File: config.mk
export PLATFORM = sky130hd
export DESIGN_NAME = fgpm_top
export DESIGN_NICKNAME = d
export VERILOG_FILES = /design/src/pkg/fgpm_pkg.sv /design/src/logic/fgpm_charge_acc.sv /design/src/logic/fgpm_sync.sv /design/src/logic/fgpm_top.sv
export SDC_FILE = /design/constraint.sdc
export NUM_CORES = 1
export LEC_CHECK = 0
export ABC_CLOCK_PERIOD_IN_PS = 4000
export BUFFER_PORTS_ARGS = -buffer_cell sky130_fd_sc_hd__buf_2
export CAP_MARGIN = 20
export CELL_PAD_IN_SITES_DETAIL_PLACEMENT = 1
export CELL_PAD_IN_SITES_GLOBAL_PLACEMENT = 1
export CORE_MARGIN = 4
export CORE_UTILIZATION = 34
export DETAILED_ROUTE_END_ITERATION = 10
export PLACE_DENSITY_LB_ADDON = 0.1
export SLEW_MARGIN = 20
export SYNTH_ARGS = -nofsm -noshare
export SYNTH_HDL_FRONTEND = slang
export SYNTH_SLANG_ARGS = --single-unit
File: constraint.sdc
create_clock -name clock -period 4 [get_ports clock]
set_input_delay 0.4 -clock clock [delete_from_list [all_inputs] [get_ports clock]]
set_output_delay 0.4 -clock clock [all_outputs]
set_load 0.02 [all_outputs]
File: src/pkg/fgpm_pkg.sv
// constants and types for the fuel gauge power-mode sequencer
package fgpm_pkg;
	localparam int CAP_W = 16;
	localparam int CUR_W = 16;
	localparam int VOLT_W = 16;
	localparam int SOC_W = 8;
	localparam logic [SOC_W-1:0] SOC_EMPTY = 8'h00;
	localparam logic [CAP_W-1:0] CAP_RESET = 16'h0000;
	localparam logic [CUR_W-1:0] CUR_ZERO = 16'h0000;
	localparam int OP_DOZE_BIT = 0;
	localparam int CAL_CYCLES = 16;
	localparam int PERIOD_CYCLES = 40;
	localparam logic [7:0] CAL_LAST = 8'(CAL_CYCLES - 1);
	localparam logic [7:0] PERIOD_LAST = 8'(PERIOD_CYCLES - 1);
	localparam logic [7:0] CNT_ZERO = 8'h00;
	localparam logic [7:0] CNT_ONE = 8'h01;
	typedef enum logic [2:0] {
		FGPM_WAIT = 3'b000,
		FGPM_INIT = 3'b001,
		FGPM_NORMAL = 3'b010,
		FGPM_CAL = 3'b011,
		FGPM_DOZE = 3'b100,
		FGPM_LDOZE = 3'b101,
		FGPM_DEEP = 3'b110
	} fgpm_mode_t;
endpackage
File: src/logic/fgpm_charge_acc.sv
// signed coulomb accumulator for the remaining charge value
`timescale 1ns/100ps
module fgpm_charge_acc #(
	parameter int W = 16
) (
	input wire logic clock, // system clock
	input wire logic rst, // sync reset
	input wire logic load, // load initial value
	input wire logic [W-1:0] load_value, // initial charge
	input wire logic step, // accumulate one sample
	input wire logic signed [W-1:0] delta, // signed charge sample
	output logic [W-1:0] charge // accumulated charge
);
	import fgpm_pkg::*;
	logic [W-1:0] charge_reg;
	logic [W-1:0] charge_next;
	logic signed [W:0] sum;

	always_comb begin
		sum = $signed({1'b0, charge_reg}) + (W+1)'(delta);
		charge_next = charge_reg;
		if (load) begin
			charge_next = load_value;
		end else if (step) begin
			// saturate instead of wrapping at either end
			if (sum[W]) begin
				charge_next = (delta < 0) ? '0 : '1;
			end else begin
				charge_next = sum[W-1:0];
			end
		end
	end

	always_ff @(posedge clock) begin
		if (rst) begin
			charge_reg <= '0;
		end else begin
			charge_reg <= charge_next;
		end
	end

	assign charge = charge_reg;
endmodule

File: src/logic/fgpm_sync.sv
// two flip-flop synchroniser for asynchronous level inputs
`timescale 1ns/100ps
module fgpm_sync #(
	parameter int N = 1
) (
	input wire logic clock, // system clock
	input wire logic rst, // sync reset
	input wire logic [N-1:0] d, // asynchronous levels
	output logic [N-1:0] q // synchronised levels
);
	logic [N-1:0] s1_reg;
	logic [N-1:0] s2_reg;

	always_ff @(posedge clock) begin
		if (rst) begin
			s1_reg <= '0;
			s2_reg <= '0;
		end else begin
			s1_reg <= d;
			s2_reg <= s1_reg;
		end
	end

	assign q = s2_reg;
endmodule

File: src/logic/fgpm_top.sv
// power-mode sequencer and low-charge flags of the fuel gauge
// Summary of operation
// - remaining charge follows accumulated sense charge while charging or discharging
// - low-charge flag sets when remaining charge drops below set level
// - low-charge flag clears only when charge rises above clear level
// - reported charge state forced to zero at terminate voltage
// - with no cell present the block halts in battery-wait mode
// - cell insertion: measure open-circuit voltage, set present flag, pick profile
// - host commands are serviced in battery-wait mode, then it halts again
// - normal mode applies when no other does; measures and updates data
// - doze entered when doze allowed and mean current below doze limit
// - offset calibration runs after doze qualifies, before entering doze
// - doze stops fast oscillator and updates data only periodically
// - doze left on mean current above limit or wake comparator
// - cell removal stops gauging and returns to battery-wait mode, except in deep idle
// - light doze entered when allowed and current below limit, both oscillators on
// - light doze left on addressed bus traffic, high current or wake
// - requested deep idle waits for valid voltage and small mean current
// - deep idle also entered on low cell voltage with valid voltage
// - deep idle held until addressed transaction or power-on reset
// - traffic for other bus targets does not wake deep idle
`timescale 1ns/100ps
module fgpm_top (
	input wire logic clock, // 40 MHz system clock
	input wire logic rst, // sync reset, active high
	input wire logic cell_detect, // cell present pin
	input wire logic ext_power, // external supply present pin
	input wire logic wake_cmp, // sense current above wake level
	input wire logic addr_hit, // addressed bus transaction seen
	input wire logic cmd_pending, // host command waiting
	input wire logic [fgpm_pkg::CUR_W-1:0] mean_current_value, // signed
	input wire logic [fgpm_pkg::VOLT_W-1:0] cell_voltage, // cell volts
	input wire logic signed [fgpm_pkg::CAP_W-1:0] charge_delta, // per sample
	input wire logic sample_strobe, // new charge sample
	input wire logic [fgpm_pkg::CAP_W-1:0] init_charge, // from profile
	input wire logic [fgpm_pkg::SOC_W-1:0] soc_estimate, // computed soc
	input wire logic ocv_done, // voltage measurement finished
	input wire logic [7:0] operation_config, // config byte
	input wire logic light_doze_allow, // light doze enable
	input wire logic deep_idle_req, // host deep-idle request
	input wire logic [fgpm_pkg::CAP_W-1:0] low_charge_set_level, // set level
	input wire logic [fgpm_pkg::CAP_W-1:0] low_charge_clear_level, // clear
	input wire logic [fgpm_pkg::CUR_W-1:0] doze_current_limit, // doze limit
	input wire logic [fgpm_pkg::CUR_W-1:0] deep_current_limit, // idle limit
	input wire logic [fgpm_pkg::VOLT_W-1:0] deep_voltage_limit, // idle volts
	input wire logic [fgpm_pkg::VOLT_W-1:0] terminate_voltage, // empty volts
	output logic [2:0] power_mode, // current mode code
	output logic hf_osc_en, // fast oscillator enable
	output logic battery_present_flag, // cell detected
	output logic low_charge_flag, // low charge warning
	output logic [fgpm_pkg::CAP_W-1:0] remaining_charge_value, // charge
	output logic [fgpm_pkg::SOC_W-1:0] soc_value, // reported soc
	output logic ocv_start, // start voltage measurement pulse
	output logic profile_select, // select profile pulse
	output logic cal_active, // offset calibration running
	output logic measure_strobe, // measurement/update pulse
	output logic cmd_service, // host command serviced pulse
	output logic ocv_valid // valid voltage measurement held
);
	import fgpm_pkg::*;

	////////////////////////////////////////////////////////////////////////
	logic cell_s, ext_s, wake_s, hit_s, cmd_s;
	fgpm_sync #(.N(5)) u_sync (
		.clock(clock),
		.rst(rst),
		.d({cell_detect, ext_power, wake_cmp, addr_hit, cmd_pending}),
		.q({cell_s, ext_s, wake_s, hit_s, cmd_s})
	);

	logic [CAP_W-1:0] charge;
	logic acc_load;
	logic gauging;
	fgpm_charge_acc #(.W(CAP_W)) u_acc (
		.clock(clock),
		.rst(rst),
		.load(acc_load),
		.load_value(init_charge),
		.step(sample_strobe && gauging),
		.delta(charge_delta),
		.charge(charge)
	);

	////////////////////////////////////////////////////////////////////////
	fgpm_mode_t mode_reg, mode_next;
	logic [7:0] cnt_reg, cnt_next;
	logic present_reg, present_next;
	logic ocv_reg, ocv_next;
	logic low_reg, low_next;
	logic [SOC_W-1:0] soc_reg, soc_next;
	logic [CAP_W-1:0] rem_reg, rem_next;
	logic ocv_start_reg, ocv_start_next;
	logic prof_reg, prof_next;
	logic meas_reg, meas_next;
	logic svc_reg, svc_next;
	logic signed [CUR_W-1:0] cur;
	logic [CUR_W-1:0] cur_mag;
	logic below_doze, deep_ok, removed, period_end;

	always_comb begin
		cur = $signed(mean_current_value);
		cur_mag = cur[CUR_W-1] ? CUR_W'(-cur) : mean_current_value;
		// magnitude used: charging current also blocks doze
		below_doze = cur_mag < doze_current_limit;
		deep_ok = ocv_reg && ((deep_idle_req
			&& cur_mag < deep_current_limit)
			|| cell_voltage < deep_voltage_limit);
		removed = !cell_s;
		period_end = cnt_reg == PERIOD_LAST;
		gauging = mode_reg != FGPM_WAIT && mode_reg != FGPM_INIT;
	end

	always_comb begin
		mode_next = mode_reg;
		cnt_next = cnt_reg;
		present_next = present_reg;
		ocv_next = ocv_reg;
		ocv_start_next = 1'b0;
		prof_next = 1'b0;
		meas_next = 1'b0;
		svc_next = 1'b0;
		acc_load = 1'b0;
		unique case (mode_reg)
			FGPM_WAIT: begin
				// halted until a cell appears
				present_next = 1'b0;
				ocv_next = 1'b0;
				svc_next = cmd_s && !svc_reg;
				if (cell_s) begin
					mode_next = FGPM_INIT;
					ocv_start_next = 1'b1;
				end
			end
			FGPM_INIT: begin
				if (removed) begin
					mode_next = FGPM_WAIT;
				end else if (ocv_done) begin
					ocv_next = 1'b1;
					present_next = 1'b1;
					prof_next = 1'b1;
					acc_load = 1'b1;
					mode_next = FGPM_NORMAL;
				end
			end
			FGPM_NORMAL: begin
				cnt_next = period_end ? CNT_ZERO : cnt_reg + CNT_ONE;
				meas_next = 1'b1;
				if (deep_ok) begin
					mode_next = FGPM_DEEP;
				end else if (operation_config[OP_DOZE_BIT]
					&& below_doze && !wake_s) begin
					mode_next = FGPM_CAL;
					cnt_next = CNT_ZERO;
				end else if (light_doze_allow && below_doze
					&& !wake_s) begin
					mode_next = FGPM_LDOZE;
					cnt_next = CNT_ZERO;
				end
			end
			FGPM_CAL: begin
				cnt_next = cnt_reg + CNT_ONE;
				if (!below_doze || wake_s) begin
					mode_next = FGPM_NORMAL;
				end else if (cnt_reg == CAL_LAST) begin
					mode_next = FGPM_DOZE;
					cnt_next = CNT_ZERO;
				end
			end
			FGPM_DOZE, FGPM_LDOZE: begin
				cnt_next = period_end ? CNT_ZERO : cnt_reg + CNT_ONE;
				meas_next = period_end;
				if (!below_doze || wake_s) begin
					mode_next = FGPM_NORMAL;
				end else if (mode_reg == FGPM_LDOZE && hit_s) begin
					mode_next = FGPM_NORMAL;
				end else if (deep_ok) begin
					mode_next = FGPM_DEEP;
				end
			end
			FGPM_DEEP: begin
				// only an addressed transaction wakes
				if (hit_s) begin
					mode_next = FGPM_INIT;
					ocv_next = 1'b0;
					ocv_start_next = 1'b1;
				end
			end
			default: begin
				mode_next = FGPM_WAIT;
			end
		endcase
		// removal ends gauging in every mode except deep idle, with or without charger
		if (removed && mode_reg != FGPM_WAIT && mode_reg != FGPM_DEEP) begin
			mode_next = FGPM_WAIT;
			present_next = 1'b0;
			ocv_start_next = 1'b0;
		end
	end

	always_ff @(posedge clock) begin
		if (rst) begin
			mode_reg <= FGPM_WAIT;
			cnt_reg <= CNT_ZERO;
			present_reg <= 1'b0;
			ocv_reg <= 1'b0;
			ocv_start_reg <= 1'b0;
			prof_reg <= 1'b0;
			meas_reg <= 1'b0;
			svc_reg <= 1'b0;
		end else begin
			mode_reg <= mode_next;
			cnt_reg <= cnt_next;
			present_reg <= present_next;
			ocv_reg <= ocv_next;
			ocv_start_reg <= ocv_start_next;
			prof_reg <= prof_next;
			meas_reg <= meas_next;
			svc_reg <= svc_next;
		end
	end

	////////////////////////////////////////////////////////////////////////
	always_comb begin
		low_next = low_reg;
		if (charge < low_charge_set_level) begin
			low_next = 1'b1;
		end else if (charge > low_charge_clear_level) begin
			low_next = 1'b0;
		end
		rem_next = gauging ? charge : CAP_RESET;
		soc_next = (cell_voltage <= terminate_voltage) ? SOC_EMPTY
			: soc_estimate;
	end

	always_ff @(posedge clock) begin
		if (rst) begin
			low_reg <= 1'b0;
			rem_reg <= CAP_RESET;
			soc_reg <= SOC_EMPTY;
		end else begin
			low_reg <= low_next;
			rem_reg <= rem_next;
			soc_reg <= soc_next;
		end
	end

	////////////////////////////////////////////////////////////////////////
	logic hf_reg, cal_reg;
	always_ff @(posedge clock) begin
		if (rst) begin
			hf_reg <= 1'b1;
			cal_reg <= 1'b0;
		end else begin
			hf_reg <= mode_next != FGPM_DOZE;
			cal_reg <= mode_next == FGPM_CAL;
		end
	end

	assign power_mode = mode_reg;
	assign hf_osc_en = hf_reg;
	assign battery_present_flag = present_reg;
	assign low_charge_flag = low_reg;
	assign remaining_charge_value = rem_reg;
	assign soc_value = soc_reg;
	assign ocv_start = ocv_start_reg;
	assign profile_select = prof_reg;
	assign cal_active = cal_reg;
	assign measure_strobe = meas_reg;
	assign cmd_service = svc_reg;
	assign ocv_valid = ocv_reg;

	////////////////////////////////////////////////////////////////////////
	property p_low_set;
		@(posedge clock) disable iff (rst)
		charge < low_charge_set_level |=> low_charge_flag;
	endproperty
	a_low_set: assert property (p_low_set) else $error("low flag not set");

	property p_low_hold;
		@(posedge clock) disable iff (rst)
		low_charge_flag && charge <= low_charge_clear_level |=> low_charge_flag;
	endproperty
	a_low_hold: assert property (p_low_hold) else $error("low flag dropped");

	property p_soc_zero;
		@(posedge clock) disable iff (rst)
		cell_voltage <= terminate_voltage |=> soc_value == SOC_EMPTY;
	endproperty
	a_soc_zero: assert property (p_soc_zero) else $error("soc not zero");

	property p_cal_before_doze;
		@(posedge clock) disable iff (rst)
		mode_reg != FGPM_DOZE ##1 mode_reg == FGPM_DOZE
		|-> $past(mode_reg) == FGPM_CAL;
	endproperty
	a_cal_before_doze: assert property (p_cal_before_doze)
		else $error("doze without calibration");

	property p_doze_hf;
		@(posedge clock) disable iff (rst)
		mode_reg == FGPM_DOZE |-> !hf_osc_en;
	endproperty
	a_doze_hf: assert property (p_doze_hf) else $error("hf on in doze");

	property p_deep_entry;
		@(posedge clock) disable iff (rst)
		mode_reg != FGPM_DEEP ##1 mode_reg == FGPM_DEEP |-> $past(ocv_valid);
	endproperty
	a_deep_entry: assert property (p_deep_entry)
		else $error("deep idle without valid ocv");

	property p_deep_hold;
		@(posedge clock) disable iff (rst)
		mode_reg == FGPM_DEEP && !hit_s |=> mode_reg == FGPM_DEEP;
	endproperty
	a_deep_hold: assert property (p_deep_hold) else $error("deep idle left");

	property p_remove;
		@(posedge clock) disable iff (rst)
		!cell_s && mode_reg == FGPM_NORMAL
		|=> mode_reg == FGPM_WAIT && !battery_present_flag;
	endproperty
	a_remove: assert property (p_remove) else $error("removal missed");

	property p_insert;
		@(posedge clock) disable iff (rst)
		mode_reg == FGPM_INIT && ocv_done && cell_s
		|=> battery_present_flag && profile_select;
	endproperty
	a_insert: assert property (p_insert) else $error("insert init missed");
endmodule

# == Word-level counts from Yosys, hierarchy flattened ==
# Cells that the tools add are included.
# word_totals
regBits,70
input_bits,187
out_inout_bits,36
elab_cells,115
# op_classes
addsub,3
magnitude_cmp,7
n_eq_ne,15
muxes,40
bitwise_logic,2
reduce_logical,32
# op_table
op,n
$mux W16,5
$lt A16 B16 Y1,4
$mux W8,6
$mux W3,13
$pmux W8 S3,1
$pmux W3 S6,1
$add A17 B16 Y17,1
$gt A16 B16 Y1,1
$le A16 B16 Y1,1
$lt A16 B1 Y1 const B,1
$neg A16 Y16,1
$logic_and A1 B1 Y1,12
$mux W1,10
$reduce_or A2 Y1,5
$eq A3 B2 Y1 const B,3
$eq A3 B3 Y1 const B,3
$reduce_bool A3 Y1,3
$add A8 B1 Y8 const B,1
$eq A8 B4 Y1 const B,1
$eq A8 B6 Y1 const B,1
$ne A3 B3 Y1 const B,2
$pmux W1 S2,3
$reduce_bool A2 Y1,3
$logic_not A1 Y1,4
10 further kinds,13

# == Logic depth before layout (Yosys ltp) ==
# depth
depth_word,12
ltp_mapped,15
depth_no_buf,15

# == Cells and area by module ==
# A second synthesis with hierarchy kept.
# hier_totals
hier_cells,779
hier_area_um2,6421.2
# modules_own_cells
mod,n_inst,cells_per_inst,area_each_um2,seq_area_each_um2
fgpm_top,1,547,4359.2,880.8
fgpm_charge_acc,1,212,1799.2,320.3
fgpm_sync,1,20,262.8,200.2

# == Least setup slack after synthesis ==
# OpenSTA, ideal clock, no wires.
# synth_timing
kind,input-to-reg
from,in mean_current_value[5] (netlist bit)
to,reg cnt_reg[2]
setup_ps,131
arrival_ps,3134
required_ps,3869
path_slack_ps,735
cell_stages,13
path_buffers,0
path_cell_list,nor4_1 nand2b_1 nor2_1 nand2_1 o41ai_1 xnor2_1 ha_1 nand4_1 or3_1 a41o_1 o31a_1 nor4b_2 nor3_1
# synth_between
elab_chain_len,9
elab_cells_between_ends,18
cone_classes,1 x add/sub; 2 x order compare; 6 x mux; 9 x reduce/logical
# synth_lines
element,line,source
from (decl),fgpm_top.sv:31,"input wire logic [fgpm_pkg::CUR_W-1:0] mean_current_value,"
$neg A16 Y16,fgpm_top.sv:102,cur_mag = cur[CUR_W-1] ? CUR_W'(-cur) : mean_current_value;
$mux W16 (*),fgpm_top.sv:102,
$lt A16 B16 Y1,fgpm_top.sv:104,below_doze = cur_mag < doze_current_limit;
$logic_and A1 B1 Y1,fgpm_top.sv:154,end else if (light_doze_allow && below_doze
$logic_and A1 B1 Y1,fgpm_top.sv:155,&& !wake_s) begin
$mux W8,fgpm_top.sv:154,
$mux W8,fgpm_top.sv:150,end else if (operation_config[OP_DOZE_BIT]
$mux W8,fgpm_top.sv:148,if (deep_ok) begin
$pmux W8 S3 (*),fgpm_top.sv:123,unique case (mode_reg)
to (signal assigned),fgpm_top.sv:212,cnt_reg <= cnt_next;
to (decl),fgpm_top.sv:86,"logic [7:0] cnt_reg, cnt_next;"
# Every way passes the cells marked *; elsewhere a longest branch is shown, timed or not.
# A chain may end at the register's enable or synchronous reset.

# == Final worst setup path ==
# layout_timing
from,in mean_current_value[3] (netlist bit)
to,reg hf_reg (netlist: hf_osc_en)
# layout_between
elab_chain_len,12
elab_cells_between_ends,23
cone_classes,1 x add/sub; 2 x order compare; 1 x eq/ne; 10 x mux; 9 x reduce/logical
# layout_lines
element,line,source
$neg A16 Y16,fgpm_top.sv:102,
$mux W16 (*),fgpm_top.sv:102,
$lt A16 B16 Y1,fgpm_top.sv:106,&& cur_mag < deep_current_limit)
$logic_and A1 B1 Y1,fgpm_top.sv:106,
$logic_or A1 B1 Y1,fgpm_top.sv:107,|| cell_voltage < deep_voltage_limit);
$logic_and A1 B1 Y1,fgpm_top.sv:105,deep_ok = ocv_reg && ((deep_idle_req
$mux W3,fgpm_top.sv:176,end else if (deep_ok) begin
$mux W3,fgpm_top.sv:174,end else if (mode_reg == FGPM_LDOZE && hit_s) begin
$mux W3,fgpm_top.sv:172,if (!below_doze || wake_s) begin
$pmux W3 S6 (*),fgpm_top.sv:123,
$mux W3 (*),fgpm_top.sv:193,if (removed && mode_reg != FGPM_WAIT && mode_reg != FGPM_DEEP) begin
$ne A3 B3 Y1 (*),fgpm_top.sv:254,hf_reg <= mode_next != FGPM_DOZE;
to (signal assigned),fgpm_top.sv:251,hf_reg <= 1'b1;
to (signal assigned),fgpm_top.sv:254,
to (decl),fgpm_top.sv:248,"logic hf_reg, cal_reg;"
# Marks and branches as above.

==> results.json <==
{
  "crit_type": "in2reg",
  "grt_antenna_before_repair": 1,
  "timing.slew.headroom_pct": 43.47,
  "r2r_cells": 10,
  "core-area_sq_mm": 0.01736,
  "routed_wl_mm": 18.51,
  "pre_cts_slack_ps": 86.18,
  "slew_violations": 0,
  "grt_pass1_wl_mm": 29.64,
  "fin_crit_ps": 3541,
  "netSwitchingFraction_pct": 26.55,
  "cp.required_ps": 4200,
  "power_density_mw_per_mm2": 257.8,
  "min_path_type": "in2reg",
  "max_freq_ghz": 0.2824,
  "die_w_um": 141.1,
  "post_cts_buffers": 0,
  "finalHoldViolations": 0,
  "cts_tree": "done",
  "drive_gt1_share_pct": 24.95,
  "avgSynthCellArea_sq_um": 7.945,
  "place_inst": 1183,
  "num_antenna_cells": 0,
  "switchingPower_mw": 0.5236,
  "grt.total_usage_pct": 18.39,
  "drt_iter0_drc": 99,
  "area.growth.synth_to_final_pct": 27.03,
  "yosysUniqueCellTypes": 62,
  "finClkSkew_ps": 4.808,
  "cp-start-kind": "input pin",
  "cts.sinks": 68,
  "fin_ws_ps": 459.3,
  "r2r_end": "u_acc.charge[4]",
  "cts_root_buffer": "clkbuf_16",
  "ctsLongestPathBuffers": 2,
  "worstSkewPairLatency_ps": 330,
  "crit_end": "hf_osc_en",
  "ys_seq_area_share_pct": 22.61,
  "critPathLaunch": "mean_current_value[3]",
  "p_clk_share_pct": 43.4,
  "vias": 5963,
  "pin_count": 223,
  "cts_htree_levels": 3,
  "grt_pass1_vias": 6149,
  "peakVddDrop_uv": 214.9,
  "grt-ovfl-total": 0,
  "syn_nets": 1059,
  "tns_ps": 0,
  "finalWeightedCongestion": 0.7982,
  "ys_ff_latch": 68,
  "cap_violations": 0,
  "chipHeight_um": 141.1,
  "yosys_warnings": 0,
  "netlist_area_sq_mm": 0.006022,
  "rrSetupSlack_ps": 890,
  "drt_first_pass_iters": 4,
  "ctsResizeCount": 0,
  "crit_fanout": 4,
  "hpwl_mm": 15.55,
  "seqPwrFrac_pct": 35.2,
  "start_util_pct": 34.70,
  "ys.flop_type": "dfxtp_1",
  "end_kind": "register",
  "cts.clk_slew.worst_paths_ps": 60,
  "port_buffers": 214,
  "p_comb_share_pct": 21.3,
  "regArea_sq_mm": 0.001361,
  "finalSetupViolations": 0,
  "placementRows": 48,
  "cts-hold-fix-buffers": 0,
  "rr_startpoint": "u_acc.charge[2]",
  "p_leak_nw": 4.105,
  "worst_pin_slew_ps": 844.9,
  "internal-power_mw": 1.449,
  "syn_inst": 758,
  "fin_crit_sh_pct": 88.52,
  "wl_per_cell_um": 15.44,
  "rsz0062_at_grt": "no",
  "ant_nets": 0,
  "routed_via_density": 4.973,
  "cts_made_buffers": 9,
  "multi_input_area_sq_mm": 0.004198,
  "fillers": 2211,
  "worstPathArrival_ps": 3740,
  "final_cells": 1199,
  "drc": 0,
  "status": "finished clean",
  "async_flop_share_pct": 0,
  "fin_nets": 1270,
  "die-area_sq_mm": 0.01991,
  "grt_max_degree": 25,
  "synth_edf_count": 0
}
==> logic make-up (layout without fill, tap and decap cells) <==
group | Yosys count | count (layout) | share of synthesized area (%)
flip-flops | 68 | 68 | 22.61
AO/OA/AOI/OAI | 188 | 188 | 20.94
multiplexers | 1 | 1 | 0.1662
buffers and inverters | 123 | 339 | 7.687
adder cells (fa/ha/maj) | 116 | 116 | 24.14
AND/OR/NAND/NOR | 229 | 229 | 19.66
XOR/XNOR | 33 | 33 | 4.800
==> area by class of cell <==
class	count	area share, %
multi-input cells	567	54.87
flip-flops and latches	68	17.80
repair buffers	217	14.30
inverters	106	5.201
well taps	225	3.680
clock buffers	11	3.173
clock inverters	5	0.9814
==> worst min path at each step <==
stage                                start           end  depth (start not counted)
after floorplan           u_sync.s1_reg[0]   u_sync.q[0]                          1
after global placement    u_sync.s1_reg[4]   u_sync.q[4]                          1
after detailed placement  u_sync.s1_reg[2]   u_sync.q[2]                          1
after CTS                  soc_estimate[7]  soc_value[7]                          2
after global routing       soc_estimate[1]  soc_value[1]                          2
final                      soc_estimate[1]  soc_value[1]                          2
==> cell usage in the layout, fill, tap and decap left out, types with 4 or more instances in the layout <==
| cell type | n |
|---|---|
| buf_2 | 214 |
| ha_1 | 113 |
| inv_1 | 106 |
| dfxtp_1 | 68 |
| nor2_1 | 59 |
| a21oi_1 | 45 |
| nand2_1 | 39 |
| o21ai_0 | 33 |
| nor3_1 | 25 |
| xnor2_1 | 24 |
| a21o_1 | 23 |
| and2_1 | 22 |
| nand4_1 | 17 |
| nor2b_1 | 17 |
| nand2b_1 | 13 |
| o21a_1 | 13 |
| nand3_1 | 12 |
| a31oi_1 | 9 |
| xor2_1 | 9 |
| a221oi_1 | 9 |
| clkbuf_16 | 9 |
| a211oi_1 | 8 |
| o21ai_1 | 6 |
| or3_1 | 5 |
| o41ai_1 | 4 |
| o21bai_1 | 4 |
==> synthesized netlist by cell type, types with 3 or more instances <==
library cell | count | area [sq um]
nand3_1 | 12 | 60.06
nand2_1 | 39 | 146.4
a2111oi_0 | 3 | 26.28
inv_1 | 106 | 397.9
o21a_1 | 13 | 97.59
nand2b_1 | 13 | 81.33
a221oi_1 | 9 | 78.83
clkbuf_1 | 15 | 56.30
o41ai_1 | 4 | 35.03
o211a_1 | 3 | 30.03
a211o_1 | 3 | 26.28
xor2_1 | 9 | 78.83
o21bai_1 | 4 | 30.03
dfxtp_1 | 68 | 1361
a21oi_1 | 45 | 225.2
nor2_1 | 59 | 221.5
or3_1 | 5 | 31.28
a21o_1 | 23 | 172.7
xnor2_1 | 24 | 210.2
or2_2 | 3 | 18.77
nor2b_1 | 17 | 106.4
a31oi_1 | 9 | 56.30
o21ai_0 | 33 | 165.2
nand4_1 | 17 | 106.4
ha_1 | 113 | 1414
nor3_1 | 25 | 125.1
nand3b_1 | 3 | 22.52
o211ai_1 | 3 | 22.52
o21ai_1 | 6 | 30.03
a211oi_1 | 8 | 60.06
and2_1 | 22 | 137.6
nor4_1 | 3 | 18.77
o31ai_1 | 3 | 22.52
==> per-stage QoR <==
| step | power (mW) | hold WS (ps) | area [sq um] | utilization [%] |
|---|---|---|---|---|
| final | 1.972 | 261.7 | 7650 | 44.07 |
| after global placement | 1.128 | 416.4 | 7332 | 42.24 |
| after CTS | 2.008 | 246.2 | 7650 | 44.07 |
| after floorplan | 0.9599 | 413.8 | 6022 | - |
| after global routing | 2.095 | 259.2 | 7650 | 44.07 |
| after detailed placement | 1.135 | 425.5 | 7332 | 42.24 |
==> power groups by stage <==
stage / Clock (mW) / Combinational, mW / Sequential (mW)
after floorplan: 0 / 0.245 / 0.715
after global placement: 0 / 0.419 / 0.710
after detailed placement: 0 / 0.426 / 0.709
after CTS: 0.885 / 0.429 / 0.695
after global routing: 0.913 / 0.486 / 0.696
final: 0.856 / 0.421 / 0.695
==> critical path, cell delays in order <==
cell      delay, ps
buf_2           130
nor4_1          380
nand2b_1        120
nor2_1          140
nand3_1         170
o31ai_1         310
xnor2_1         200
ha_1            290
a21o_1          160
a21o_1          170
a211oi_1        300
o21a_1          260
nand2_1          70
a221oi_1        220
and4b_1         300
nand4b_1        100
==> per-layer routing <==
layer  wire length [um]  track usage [%]
met5                 19                0
met1               8538            23.12
met2               8823            32.20
met4                190            3.723
met3                939            4.172
(Power assumes the default switching activity.)
